**src/rtl/usc_pkg.sv**
```systemverilog
// Package for the USB status, control and address slice
// Operation
// Status bits 7:4 report last endpoint number
// Status bit 3 set for transmit
// Status bit 2 set for odd bank
// Four-entry status queue, oldest shown
// Status valid only while done flag set
// Clearing done flag pops the queue
// Unimplemented bits read as zero
// Control bits 7:6 show live line state
// Device mode: SETUP sets packet hold
// Host mode: bit 5 shows token busy
// Software checks busy before next token
// Bit 4 drives bus reset in host
// Bit 3 enables host, toggle resets host
// Bit 2 drives resume signalling
// Software holds resume 10 or 25 ms
// Host resume end appends low-speed EOP
// Bit 1 forces ping-pong pointers even
// Device mode: bit 0 enables module
// Host mode: bit 0 sends SOF each ms
// Address bit 7 selects low speed
// Address bits 6:0 hold device address
// Push per completion, no overwrite when full
package usc_pkg;
	localparam logic [11:0] STATUS_OFFSET = 12'h000;
	localparam logic [11:0] CONTROL_OFFSET = 12'h004;
	localparam logic [11:0] ADDRESS_OFFSET = 12'h008;
	localparam logic [11:0] DONE_OFFSET = 12'h00c;
	localparam int ENDP_MSB = 7;
	localparam int ENDP_LSB = 4;
	localparam int DIR_BIT = 3;
	localparam int BANK_BIT = 2;
	localparam int LINE_J_BIT = 7;
	localparam int SE0_BIT = 6;
	localparam int HOLD_BIT = 5;
	localparam int RST_BIT = 4;
	localparam int HOST_BIT = 3;
	localparam int RESUME_BIT = 2;
	localparam int PPCLR_BIT = 1;
	localparam int EN_BIT = 0;
	localparam int LS_BIT = 7;
	localparam logic [7:0] CONTROL_RESET = 8'h00;
	localparam logic [7:0] ADDRESS_RESET = 8'h00;
	localparam int FIFO_DEPTH = 4;
	localparam int CLK_HZ = 100000000;
	localparam int SOF_PERIOD_US = 1000;
	localparam int SOF_CYCLES = CLK_HZ / 1000000 * SOF_PERIOD_US;
	localparam int EOP_TIME_NS = 1330;
	localparam int EOP_CYCLES = (EOP_TIME_NS * (CLK_HZ / 1000000) + 999) / 1000;

	typedef struct packed {
		logic [3:0] endpoint;
		logic transmit;
		logic bankOdd;
	} usc_status_t;

	typedef struct packed {
		logic live_j_line_state;
		logic se0;
	} usc_line_t;
endpackage : usc_pkg

```
**src/rtl/usc_status_fifo.sv**
```systemverilog
// Small status queue with registered read data
`timescale 1ns/100ps
module usc_status_fifo #(
	parameter int DEPTH = 4,
	parameter int WIDTH = 6
) (
	input wire logic core_clk,
	input wire logic reset,
	input wire logic push,
	input wire logic [WIDTH-1:0] pushData,
	input wire logic pop,
	output logic [WIDTH-1:0] headData,
	output logic notEmpty,
	output logic full
);
	localparam int AW = $clog2(DEPTH);
	logic [WIDTH-1:0] mem [DEPTH];
	logic [AW-1:0] wrPtr_r;
	logic [AW-1:0] rdPtr_r;
	logic [AW:0] count_r;
	wire doPop = pop && (count_r != '0);
	wire doPush = push && (count_r != (AW+1)'(DEPTH));
	wire [AW-1:0] rdNext = doPop ? rdPtr_r + 1'b1 : rdPtr_r;
	wire [AW:0] countNxt = count_r + (AW+1)'(doPush) - (AW+1)'(doPop);

	always_ff @(posedge core_clk) begin
		if (doPush)
			mem[wrPtr_r] <= pushData;
	end

	always_ff @(posedge core_clk or posedge reset) begin
		if (reset) begin
			wrPtr_r <= '0;
			rdPtr_r <= '0;
			count_r <= '0;
			notEmpty <= 1'b0;
			full <= 1'b0;
			headData <= '0;
		end else begin
			wrPtr_r <= doPush ? wrPtr_r + 1'b1 : wrPtr_r;
			rdPtr_r <= rdNext;
			count_r <= countNxt;
			notEmpty <= countNxt != '0;
			full <= countNxt == (AW+1)'(DEPTH);
			// Head follows a write into an empty queue without a bubble
			headData <= (doPush && countNxt == (AW+1)'(1)) ? pushData : mem[rdNext];
		end
	end
endmodule : usc_status_fifo

```
**src/rtl/usb_status_control_address.sv**
```systemverilog
// Status queue, control and address registers of the USB link slice
//
// Implementation choices: the register addresses and the APB register port.
`timescale 1ns/100ps
module usb_status_control_address #(
	parameter int SOF_PERIOD = usc_pkg::SOF_CYCLES
) (
	input wire logic core_clk,
	input wire logic reset,
	input wire logic psel,
	input wire logic penable,
	input wire logic pwrite,
	input wire logic [11:0] paddr,
	input wire logic [31:0] pwdata,
	output logic [31:0] prdata,
	output logic pready,
	output logic pslverr,
	input wire logic lineJ,
	input wire logic lineSe0,
	input wire logic transactionDone,
	input wire logic [5:0] transactionInfo,
	input wire logic setupReceived,
	input wire logic tokenStart,
	input wire logic tokenEnd,
	output logic transactionDoneFlag,
	output logic packetProcessingHold,
	output logic tokenInProgress,
	output logic busResetDrive,
	output logic hostCapabilityEnable,
	output logic hostLogicReset,
	output logic resumeDrive,
	output logic lowSpeedEopDrive,
	output logic pingpongPointerClear,
	output logic modulePowerEnable,
	output logic frameStartPulse,
	output logic lowSpeedSelect,
	output logic [6:0] deviceBusAddress
);
	logic [1:0] jSync_r;
	logic [1:0] se0Sync_r;
	usc_pkg::usc_line_t line_r;
	logic [7:0] control_r;
	logic [7:0] address_r;
	logic busy_r;
	logic hostPrev_r;
	logic [31:0] sofCnt_r;
	logic [15:0] eopCnt_r;
	logic [31:0] rdata_nxt;
	logic qNotEmpty;
	logic qFull;
	usc_pkg::usc_status_t qHead;

	// APB: zero wait states; reads are sampled in the setup phase, writes land at the access phase
	wire access = psel && penable;
	wire wrEn = access && pwrite;
	wire hitStatus = paddr == usc_pkg::STATUS_OFFSET;
	wire hitControl = paddr == usc_pkg::CONTROL_OFFSET;
	wire hitAddress = paddr == usc_pkg::ADDRESS_OFFSET;
	wire hitDone = paddr == usc_pkg::DONE_OFFSET;
	wire mapped = hitStatus || hitControl || hitAddress || hitDone;
	wire wrControl = wrEn && hitControl;
	wire wrAddress = wrEn && hitAddress;
	// Done flag is write-one-to-clear; its clear pops the queue
	wire clearDone = wrEn && hitDone && pwdata[0];
	wire popQueue = clearDone && qNotEmpty;
	wire hostMode = control_r[usc_pkg::HOST_BIT];
	wire [7:0] controlWr = pwdata[7:0];
	wire holdSet = setupReceived && !hostMode;
	wire resumeFall = control_r[usc_pkg::RESUME_BIT] && wrControl &&
		!controlWr[usc_pkg::RESUME_BIT];
	wire sofRun = hostMode && control_r[usc_pkg::EN_BIT];
	wire sofWrap = sofCnt_r == 32'(SOF_PERIOD - 1);

	// Software writes bit 5 in either mode; hardware setup wins over clear
	wire holdNxt = holdSet ? 1'b1 :
		(wrControl ? controlWr[usc_pkg::HOLD_BIT] : control_r[usc_pkg::HOLD_BIT]);
	wire [7:0] controlNxt = wrControl ?
		{2'b00, holdNxt, controlWr[4:0]} :
		{2'b00, holdNxt, control_r[4:0]};

	// Status valid only when the done flag shows an entry
	wire [7:0] statusByte = qNotEmpty ?
		{qHead.endpoint, qHead.transmit, qHead.bankOdd, 2'b00} : 8'h00;
	wire [7:0] controlByte = {line_r.live_j_line_state, line_r.se0,
		hostMode ? busy_r : control_r[usc_pkg::HOLD_BIT], control_r[4:0]};

	always_comb begin
		rdata_nxt = 32'h00000000;
		if (hitStatus)
			rdata_nxt = {24'h000000, statusByte};
		else if (hitControl)
			rdata_nxt = {24'h000000, controlByte};
		else if (hitAddress)
			rdata_nxt = {24'h000000, address_r};
		else if (hitDone)
			rdata_nxt = {31'h00000000, qNotEmpty};
	end

	usc_status_fifo #(
		.DEPTH(usc_pkg::FIFO_DEPTH),
		.WIDTH(6)
	) u_fifo (
		.core_clk(core_clk),
		.reset(reset),
		.push(transactionDone),
		.pushData(transactionInfo),
		.pop(popQueue),
		.headData(qHead),
		.notEmpty(qNotEmpty),
		.full(qFull)
	);

	always_ff @(posedge core_clk or posedge reset) begin
		if (reset) begin
			jSync_r <= 2'b00;
			se0Sync_r <= 2'b00;
			line_r <= '0;
		end else begin
			jSync_r <= {jSync_r[0], lineJ};
			se0Sync_r <= {se0Sync_r[0], lineSe0};
			line_r <= '{live_j_line_state: jSync_r[1], se0: se0Sync_r[1]};
		end
	end

	always_ff @(posedge core_clk or posedge reset) begin
		if (reset) begin
			control_r <= usc_pkg::CONTROL_RESET;
			address_r <= usc_pkg::ADDRESS_RESET;
		end else begin
			control_r <= controlNxt;
			if (wrAddress)
				address_r <= pwdata[7:0];
		end
	end

	// Token busy; a toggle of host enable clears host state
	always_ff @(posedge core_clk or posedge reset) begin
		if (reset) begin
			busy_r <= 1'b0;
			hostPrev_r <= 1'b0;
		end else begin
			hostPrev_r <= hostMode;
			if (hostPrev_r != hostMode || !hostMode)
				busy_r <= 1'b0;
			else if (tokenStart)
				busy_r <= 1'b1;
			else if (tokenEnd)
				busy_r <= 1'b0;
		end
	end

	// Frame timer counts only while running, restarts at every frame
	always_ff @(posedge core_clk or posedge reset) begin
		if (reset) begin
			sofCnt_r <= 32'h00000000;
			frameStartPulse <= 1'b0;
		end else begin
			frameStartPulse <= sofRun && sofWrap;
			if (!sofRun || sofWrap || hostPrev_r != hostMode)
				sofCnt_r <= 32'h00000000;
			else
				sofCnt_r <= sofCnt_r + 32'h00000001;
		end
	end

	always_ff @(posedge core_clk or posedge reset) begin
		if (reset) begin
			eopCnt_r <= 16'h0000;
		end else if (resumeFall && hostMode) begin
			eopCnt_r <= 16'(usc_pkg::EOP_CYCLES);
		end else if (eopCnt_r != 16'h0000) begin
			eopCnt_r <= eopCnt_r - 16'h0001;
		end
	end

	always_ff @(posedge core_clk or posedge reset) begin
		if (reset) begin
			prdata <= 32'h00000000;
			pready <= 1'b0;
			pslverr <= 1'b0;
			transactionDoneFlag <= 1'b0;
			packetProcessingHold <= 1'b0;
			tokenInProgress <= 1'b0;
			busResetDrive <= 1'b0;
			hostCapabilityEnable <= 1'b0;
			hostLogicReset <= 1'b0;
			resumeDrive <= 1'b0;
			lowSpeedEopDrive <= 1'b0;
			pingpongPointerClear <= 1'b0;
			modulePowerEnable <= 1'b0;
			lowSpeedSelect <= 1'b0;
			deviceBusAddress <= 7'h00;
		end else begin
			prdata <= (psel && !penable && !pwrite) ? rdata_nxt : prdata;
			pready <= psel && !penable;
			pslverr <= psel && !penable && !mapped;
			transactionDoneFlag <= qNotEmpty;
			packetProcessingHold <= !hostMode && control_r[usc_pkg::HOLD_BIT];
			tokenInProgress <= busy_r;
			busResetDrive <= hostMode && control_r[usc_pkg::RST_BIT];
			hostCapabilityEnable <= hostMode;
			hostLogicReset <= hostPrev_r != hostMode;
			resumeDrive <= control_r[usc_pkg::RESUME_BIT];
			lowSpeedEopDrive <= eopCnt_r != 16'h0000;
			pingpongPointerClear <= control_r[usc_pkg::PPCLR_BIT];
			modulePowerEnable <= !hostMode && control_r[usc_pkg::EN_BIT];
			lowSpeedSelect <= address_r[usc_pkg::LS_BIT];
			deviceBusAddress <= address_r[6:0];
		end
	end

	property p_full_holds;
		@(posedge core_clk) disable iff (reset)
		qFull && transactionDone && !popQueue |=> qFull && $stable(qHead);
	endproperty
	a_full_holds: assert property (p_full_holds) else $error("queue lost full");

	property p_pop;
		@(posedge core_clk) disable iff (reset)
		popQueue && !transactionDone |=> !qFull;
	endproperty
	a_pop: assert property (p_pop) else $error("pop failed");

	property p_hold;
		@(posedge core_clk) disable iff (reset)
		holdSet |=> control_r[usc_pkg::HOLD_BIT] ##1 packetProcessingHold || hostMode;
	endproperty
	a_hold: assert property (p_hold) else $error("setup did not set hold");

	property p_busy;
		@(posedge core_clk) disable iff (reset)
		hostMode && hostPrev_r && tokenStart |=> busy_r ##1 tokenInProgress;
	endproperty
	a_busy: assert property (p_busy) else $error("busy not set");

	property p_reset_drive;
		@(posedge core_clk) disable iff (reset)
		busResetDrive |-> $past(hostMode) && $past(control_r[usc_pkg::RST_BIT]);
	endproperty
	a_reset_drive: assert property (p_reset_drive) else $error("bus reset wrong");

	property p_toggle;
		@(posedge core_clk) disable iff (reset)
		$changed(hostMode) |=> hostLogicReset && !busy_r;
	endproperty
	a_toggle: assert property (p_toggle) else $error("host reset missing");

	property p_eop;
		@(posedge core_clk) disable iff (reset)
		resumeFall && hostMode |=> ##1 lowSpeedEopDrive;
	endproperty
	a_eop: assert property (p_eop) else $error("no low-speed eop");

	property p_sof;
		@(posedge core_clk) disable iff (reset)
		frameStartPulse |-> $past(sofRun);
	endproperty
	a_sof: assert property (p_sof) else $error("sof while disabled");

	property p_status_zero;
		@(posedge core_clk) disable iff (reset)
		!qNotEmpty |-> statusByte == 8'h00 && rdata_nxt[31:8] == 24'h000000;
	endproperty
	a_status_zero: assert property (p_status_zero) else $error("invalid status shown");
endmodule : usb_status_control_address

```
**config.mk**
```make
export PLATFORM = sky130hd
export DESIGN_NAME = usb_status_control_address
export DESIGN_NICKNAME = d
export VERILOG_FILES = /design/src/rtl/usc_pkg.sv /design/src/rtl/usc_status_fifo.sv /design/src/rtl/usb_status_control_address.sv
export SDC_FILE = /design/constraint.sdc
export NUM_CORES = 1
export LEC_CHECK = 0
export CAP_MARGIN = 20
export CORE_MARGIN = 1
export CORE_UTILIZATION = 60
export CTS_CLUSTER_DIAMETER = 120
export DETAILED_ROUTE_END_ITERATION = 8
export DONT_BUFFER_PORTS = 1
export PLACE_DENSITY = 0.82
export SYNTH_ARGS = -nofsm -noshare
export SYNTH_HDL_FRONTEND = slang
export SYNTH_SLANG_ARGS = --single-unit
export TNS_END_PERCENT = 5
```
**constraint.sdc**
```tcl
create_clock -name core_clk -period 5.8 [get_ports core_clk]
set_clock_uncertainty 0.2 [all_clocks]
set_input_delay 1.16 -clock core_clk [delete_from_list [all_inputs] [get_ports core_clk]]
set_output_delay 1.16 -clock core_clk [all_outputs]
set_load 0.02 [all_outputs]
```
Word level (Yosys, flattened, before mapping). Memories as Yosys holds them, arrays and structs flattened. Cells that the tools add are included.

Latch bits: 0. Input bits: 61. ROM bits: 0. RAM bits: 24. Output and inout bits: 53. Memories kept: 1. Register bits: 136.

Memory list: u_fifo.mem (depth 4, width 6, read ports 1, clocked after memory_dff 0, wr ports 1, RTL line usc_status_fifo.sv:17) `logic [WIDTH-1:0] mem [DEPTH];`.

Mux-type cells: 18. Add/subtract/negate cells: 6. Bitwise logic cells: 0. Reductions and logical operators: 40. Div/mod/pow operators: 0. Multiply operators: 0. Equal/unequal tests: 7. Shift operators: 0. $lt $le $gt $ge: 0.

Operators with widths (number): adder 32 x 1 -> 32 bit, second input constant (1); equality test 32 x 17 -> 1 bit, second input constant (1); 2-to-1 mux 16 bit (2); 2-to-1 mux 32 bit (1); 2-to-1 mux 8 bit (4); equality test 12 x 4 -> 1 bit, second input constant (2); logical AND 1 bit (22); nonzero test 16 bit (1); subtractor 16 x 1 -> 16 bit, second input constant (1); equality test 12 x 3 -> 1 bit, second input constant (1); logical NOT 12 bit (1); 2-to-1 mux 1 bit (9); nonzero test 3 bit (3); logical NOT 1 bit (6); logical OR 1 bit (6); 2-to-1 mux 6 bit (1); adder 2 x 1 -> 2 bit, second input constant (2); adder 3 x 1 -> 3 bit (1); equality test 3 x 1 -> 1 bit, second input constant (1); != test 3 bit, second input constant (1); subtractor 3 x 1 -> 3 bit (1); 2-to-1 mux 2 bit (1); nonzero test 2 bit (1); != test 1 bit (1).

Longest topological paths before layout.
Word-level depth: 10. Depth in mapped cells: 15.

Hierarchy. Synthesis repeated with hierarchy kept, for this count alone.

Cells, all modules: 559. Area, all modules: 6366.1 sq um.

By module, submodules not included: usb_status_control_address (times used 1, area each 4523.1 sq um, cells an instance 413, seq. area each 2452.4 sq um); usc_status_fifo (times used 1, area each 1843.0 sq um, cells an instance 146, seq. area each 1096.1 sq um).

Worst setup path before layout. Ideal clock, no wire load.

Path type: input -> register. Start point: in paddr[9]. End point: reg u_fifo.headData[1]. Stages on the path: 15. Slack: 1.658 ns. Path buffers: 2. Library setup time: 0.142 ns. Data arrival time: 3.801 ns. Path through: nor4_2 nand4_2 clkbuf_1 nor2_1 ha_1 inv_1 ha_1 inv_1 fa_1 xor2_1 xnor2_1 nand4_1 clkbuf_1 nor2_1 a31oi_1.

Cells in the longest elaborated chain, start to end: 9. Elaborated cells on any way between the ends: 11. Those cells by class: add/sub: 1; eq/ne: 2; mux: 2; reduce/logical: 5; memory: 1.

Ends and longest elaborated chain: start, declared (RTL line usb_status_control_address.sv:13) `input wire logic [11:0] paddr,`; equality test 12 x 4 -> 1 bit * (RTL line usb_status_control_address.sv:59) `wire hitDone = paddr == usc_pkg::DONE_OFFSET;`; logical AND 1 bit * (2 in series) (RTL line usb_status_control_address.sv:64) `wire clearDone = wrEn && hitDone && pwdata[0];`; logical AND 1 bit * (RTL line usb_status_control_address.sv:65) `wire popQueue = clearDone && qNotEmpty;`; logical AND 1 bit * (RTL line usc_status_fifo.sv:21) `wire doPop = pop && (count_r != '0);`; subtractor 3 x 1 -> 3 bit (RTL line usc_status_fifo.sv:24) `wire [AW:0] countNxt = count_r + (AW+1)'(doPush) - (AW+1)'(doPop);`; equality test 3 x 1 -> 1 bit (RTL line usc_status_fifo.sv:46) `headData <= (doPush && countNxt == (AW+1)'(1)) ? pushData : mem[rdNext];`; logical AND 1 bit (RTL line usc_status_fifo.sv:46); 2-to-1 mux 6 bit * (RTL line usc_status_fifo.sv:46); end signal, assigned (RTL line usc_status_fifo.sv:46); end, declared (RTL line usc_status_fifo.sv:12) `output logic [WIDTH-1:0] headData,`.

Every way passes the cells marked *; elsewhere a longest branch is shown, timed or not. A chain may end at the register's enable or synchronous reset.

Final worst setup path.
Start point: in psel. End point: reg u_fifo.headData[0].

Cells in the longest elaborated chain, start to end: 10. Elaborated cells on any way between the ends: 12. Those cells by class: add/sub: 1; eq/ne: 1; mux: 2; reduce/logical: 7; memory: 1.

Ends and longest elaborated chain: start, declared (RTL line usb_status_control_address.sv:10) `input wire logic psel,`; logical AND 1 bit * (RTL line usb_status_control_address.sv:54) `wire access = psel && penable;`; logical AND 1 bit * (RTL line usb_status_control_address.sv:55) `wire wrEn = access && pwrite;`; logical AND 1 bit * (2 in series) (RTL line usb_status_control_address.sv:64); logical AND 1 bit * (RTL line usb_status_control_address.sv:65); logical AND 1 bit * (RTL line usc_status_fifo.sv:21); subtractor 3 x 1 -> 3 bit (RTL line usc_status_fifo.sv:24); equality test 3 x 1 -> 1 bit (RTL line usc_status_fifo.sv:46); logical AND 1 bit (RTL line usc_status_fifo.sv:46); 2-to-1 mux 6 bit * (RTL line usc_status_fifo.sv:46).

Marked as above.

==> results.sh <==
export IMPL_switchingPower_w=0.000599
export IMPL_clockPowerShare_pct=45.9
export IMPL_final_common_cell="dfrtp_1"
export IMPL_async_flop_share_pct=82.4
export IMPL_crit_type="input pin to register"
export IMPL_fin_util_pct=67.7
export IMPL_clk_pin_slew_ns=0.06
export IMPL_antenna_left=0
export IMPL_hpwl_um=8460
export IMPL_synth_cells=571
export IMPL_slew_headroom_pct=28.0
export IMPL_whs_path_depth=0
export IMPL_overflow=0
export IMPL_power_share_switching_pct=24.7
export IMPL_ys_ff_latch=136
export IMPL_p_int_w=0.00183
export IMPL_p_seq_share_pct=45.3
export IMPL_area_growth_pct=10.3
export IMPL_io_buffers=0
export IMPL_vias=4264
export IMPL_fp_dieH_um=105
export IMPL_antenna_found_initial=1
export IMPL_layout_nets=640
export IMPL_synthMuxAreaShare_pct=3.29
export IMPL_num_rows=37
export IMPL_status="finished clean"
export IMPL_synth_warnings=0
export IMPL_tightestPinTransition_ns=1.08
export IMPL_first_pass_iters=4
export IMPL_end_kind="register"
export IMPL_synth_distinct_cells=49
export IMPL_critPathMaxFanout=13
export IMPL_die_area_sq_mm=0.0109
export IMPL_max_freq_mhz=234
export IMPL_cap_violations=0
export IMPL_synth_xor_area_share_pct=5.55
export IMPL_post_drt_wl_per_cell_um=17.8
export IMPL_cp_start_kind="input pin"
export IMPL_power_frac_comb_pct=8.8
export IMPL_synthAdderAreaFrac_pct=2.10
export IMPL_core_area_sq_mm=0.0103
export IMPL_pwr_density_cell_mw_per_mm2=349
export IMPL_num_io_pins=114
export IMPL_clockRootBuffer="clkbuf_8"
export IMPL_drt_wl_total_um=12800
export IMPL_layout_min_cycle_time_ns=4.27
export IMPL_synth_flop_cell="dfrtp_1"
export IMPL_synth_simple_gate_area_share_pct=19.1
export IMPL_tritoncts="yes"
export IMPL_start_util_pct=61.4
export IMPL_ir_worst_vdd_v=0.000308
export IMPL_clockBufferDepth=2
export IMPL_synth_yosys_seq_area_share_pct=55.9
export IMPL_synth_area_sq_mm=0.00631
export IMPL_cts_sinks=136
export IMPL_drt_iter0_markers=318
export IMPL_track_usage_pct=25.1
export IMPL_via_per_inst=5.93
export IMPL_final_cell_mix="dfrtp_1 (112), nor2_1 (64), nand2_1 (38)"
export IMPL_synth_top_family_by_area="simple AND/OR/NAND/NOR gates"
export IMPL_final_layout_size_suffix_gt1_share_pct=10.3
export IMPL_rsz0062_at_grt="no"
export IMPL_arrival_ns=4.45
export IMPL_maxSlewViolCount=0
export IMPL_cts_made_buffers=17
export IMPL_worst_r2r_path_depth=13
export IMPL_grt_pass1_vias=4196
export IMPL_crit_required_ns=5.99
export IMPL_synth_edf_count=24
export IMPL_die_x_um=105
export IMPL_h_tree_depth=4
export IMPL_hold_path_class="register to register"
export IMPL_n_fill_cell=726
export IMPL_place_congestion=0.770
export IMPL_avgSynthCellArea_sq_um=11.0
export IMPL_cts_setup_buffers=0
export IMPL_period_share_pct=73.6
export IMPL_grt_max_degree=85
export IMPL_synth_compound_area_share_pct=8.71
export IMPL_hold_viol=0
export IMPL_grt_pass1_wl_um=21000
export IMPL_finalSetupViolCount=0
export IMPL_ctsResizeCount=0
export IMPL_insertion_delay_ns=0.54
export IMPL_final_setup_tns_ns=0
export IMPL_drc=0
export IMPL_cts_hold_buf=0
export IMPL_p_leak_nw=2.85
-- Yosys cell counts (2+ instances only) --
master	n	area, sq um
a211oi_1	13	97.6
a21oi_1	6	30.0
a221o_1	6	60.1
a22oi_1	19	143
a31oi_1	6	37.5
and2_1	10	62.6
and3_1	6	37.5
and4_1	7	61.3
buf_1	2	7.51
buf_2	2	10.0
buf_4	25	188
clkbuf_1	19	71.3
dfrtp_1	112	2800
edfxtp_1	24	721
ha_1	9	113
inv_1	16	60.1
mux2_2	14	158
mux2i_1	5	50.1
nand2_1	38	143
nand2b_1	20	125
nand3_1	11	55.1
nand4_1	18	113
nor2_1	64	240
nor2b_1	7	43.8
nor3_1	7	35.0
nor3_2	3	30.0
nor3b_1	3	22.5
nor4_1	9	56.3
o21ai_0	18	90.1
o311ai_1	2	17.5
o31ai_1	4	30.0
or3_1	8	50.1
or4_1	4	30.0
xnor2_1	11	96.3
xor2_1	29	254
-- worst max-delay path: stages --
cell     delay, ns
nand3_1       0.25
or3_1         0.67
nor2_1        0.29
ha_1          0.28
inv_1         0.06
ha_1          0.13
inv_1         0.05
fa_1          0.38
xor2_1        0.16
xnor2_1       0.20
nand4_1       0.47
nor2_1        0.28
a31oi_1       0.06
-- sequential cells by signal (all words and copies together) (netlist names), 3 cells and up --
name / count
deviceBusAddress: 7
control_r: 6
u_fifo.mem: 24
eopCnt_r: 16
sofCnt_r: 32
address_r: 8
u_fifo.count_r: 3
u_fifo.headData: 6
prdata: 8
-- metrics by stage --
step	instance area [sq um]	std cells	hold slack, ns	total power [W]	setup slack (ns)
3_5_place_dp	6310	685	0.139	0.00133	1.04
6_report	6960	719	0.162	0.00243	1.53
3_3_place_gp	6310	685	0.132	0.00131	1.20
5_1_grt	6960	719	0.168	0.00251	1.29
4_1_cts	6930	717	0.156	0.00244	1.57
2_1_floorplan	6390	594	0.131	0.00128	1.48
-- logic make-up (layout without fill, tap and decap cells) --
| group | count (synthesis) | after routing |
|---|---|---|
| adder cells (fa/ha/maj) | 10 | 10 |
| other | 1 | 25 |
| flip-flops | 136 | 136 |
| AO/OA/AOI/OAI | 79 | 79 |
| buffers and inverters | 64 | 52 |
| AND/OR/NAND/NOR | 222 | 222 |
| multiplexers | 19 | 19 |
| XOR/XNOR | 40 | 40 |
-- power groups by stage --
stage	logic, W	registers [W]	clock network [W]
after floorplan	0.000177	0.00110	0
after global placement	0.000196	0.00111	0
after detailed placement	0.000213	0.00112	0
after CTS	0.000213	0.00110	0.00113
after global routing	0.000242	0.00111	0.00116
final	0.000213	0.00110	0.00111
-- path summary, 6_finish.rpt --
check,slack (ns),end,startpoint
worst max-delay path,1.53,u_fifo.headData[0]$_DFF_PP0_,psel
worst min-delay path,0.16,se0Sync_r[1]$_DFF_PP0_,se0Sync_r[0]$_DFF_PP0_
worst max register to register,1.91,u_fifo.headData[0]$_DFF_PP0_,u_fifo.notEmpty$_DFF_PP0_
worst min register to register,0.16,se0Sync_r[1]$_DFF_PP0_,se0Sync_r[0]$_DFF_PP0_
max in group asynchronous,4.09,u_fifo.rdPtr_r[1]$_DFF_PP0_,reset
min in group asynchronous,0.30,sofCnt_r[20]$_DFF_PP0_,reset
-- metal layers --
layer	global-route usage [%]	share of wire [%]
met5	0	0
met4	11.7	2.5
met2	41.6	51
met3	6.99	5.6
met1	30.6	41
-- final cells by class --
type | count | area [sq um] | area share, %
Timing Repair Buffer | 4 | 50.0 | 0.719
Sequential cell | 136 | 3520 | 50.6
Inverter | 16 | 62.6 | 0.899
Clock buffer | 18 | 418 | 6.01
Antenna cell | 1 | 2.50 | 0.0360
Clock inverter | 14 | 199 | 2.86
Multi-Input combinational cell | 394 | 2530 | 36.4
Tap cell | 136 | 170 | 2.45
Power figures use the tool's default switching activity.
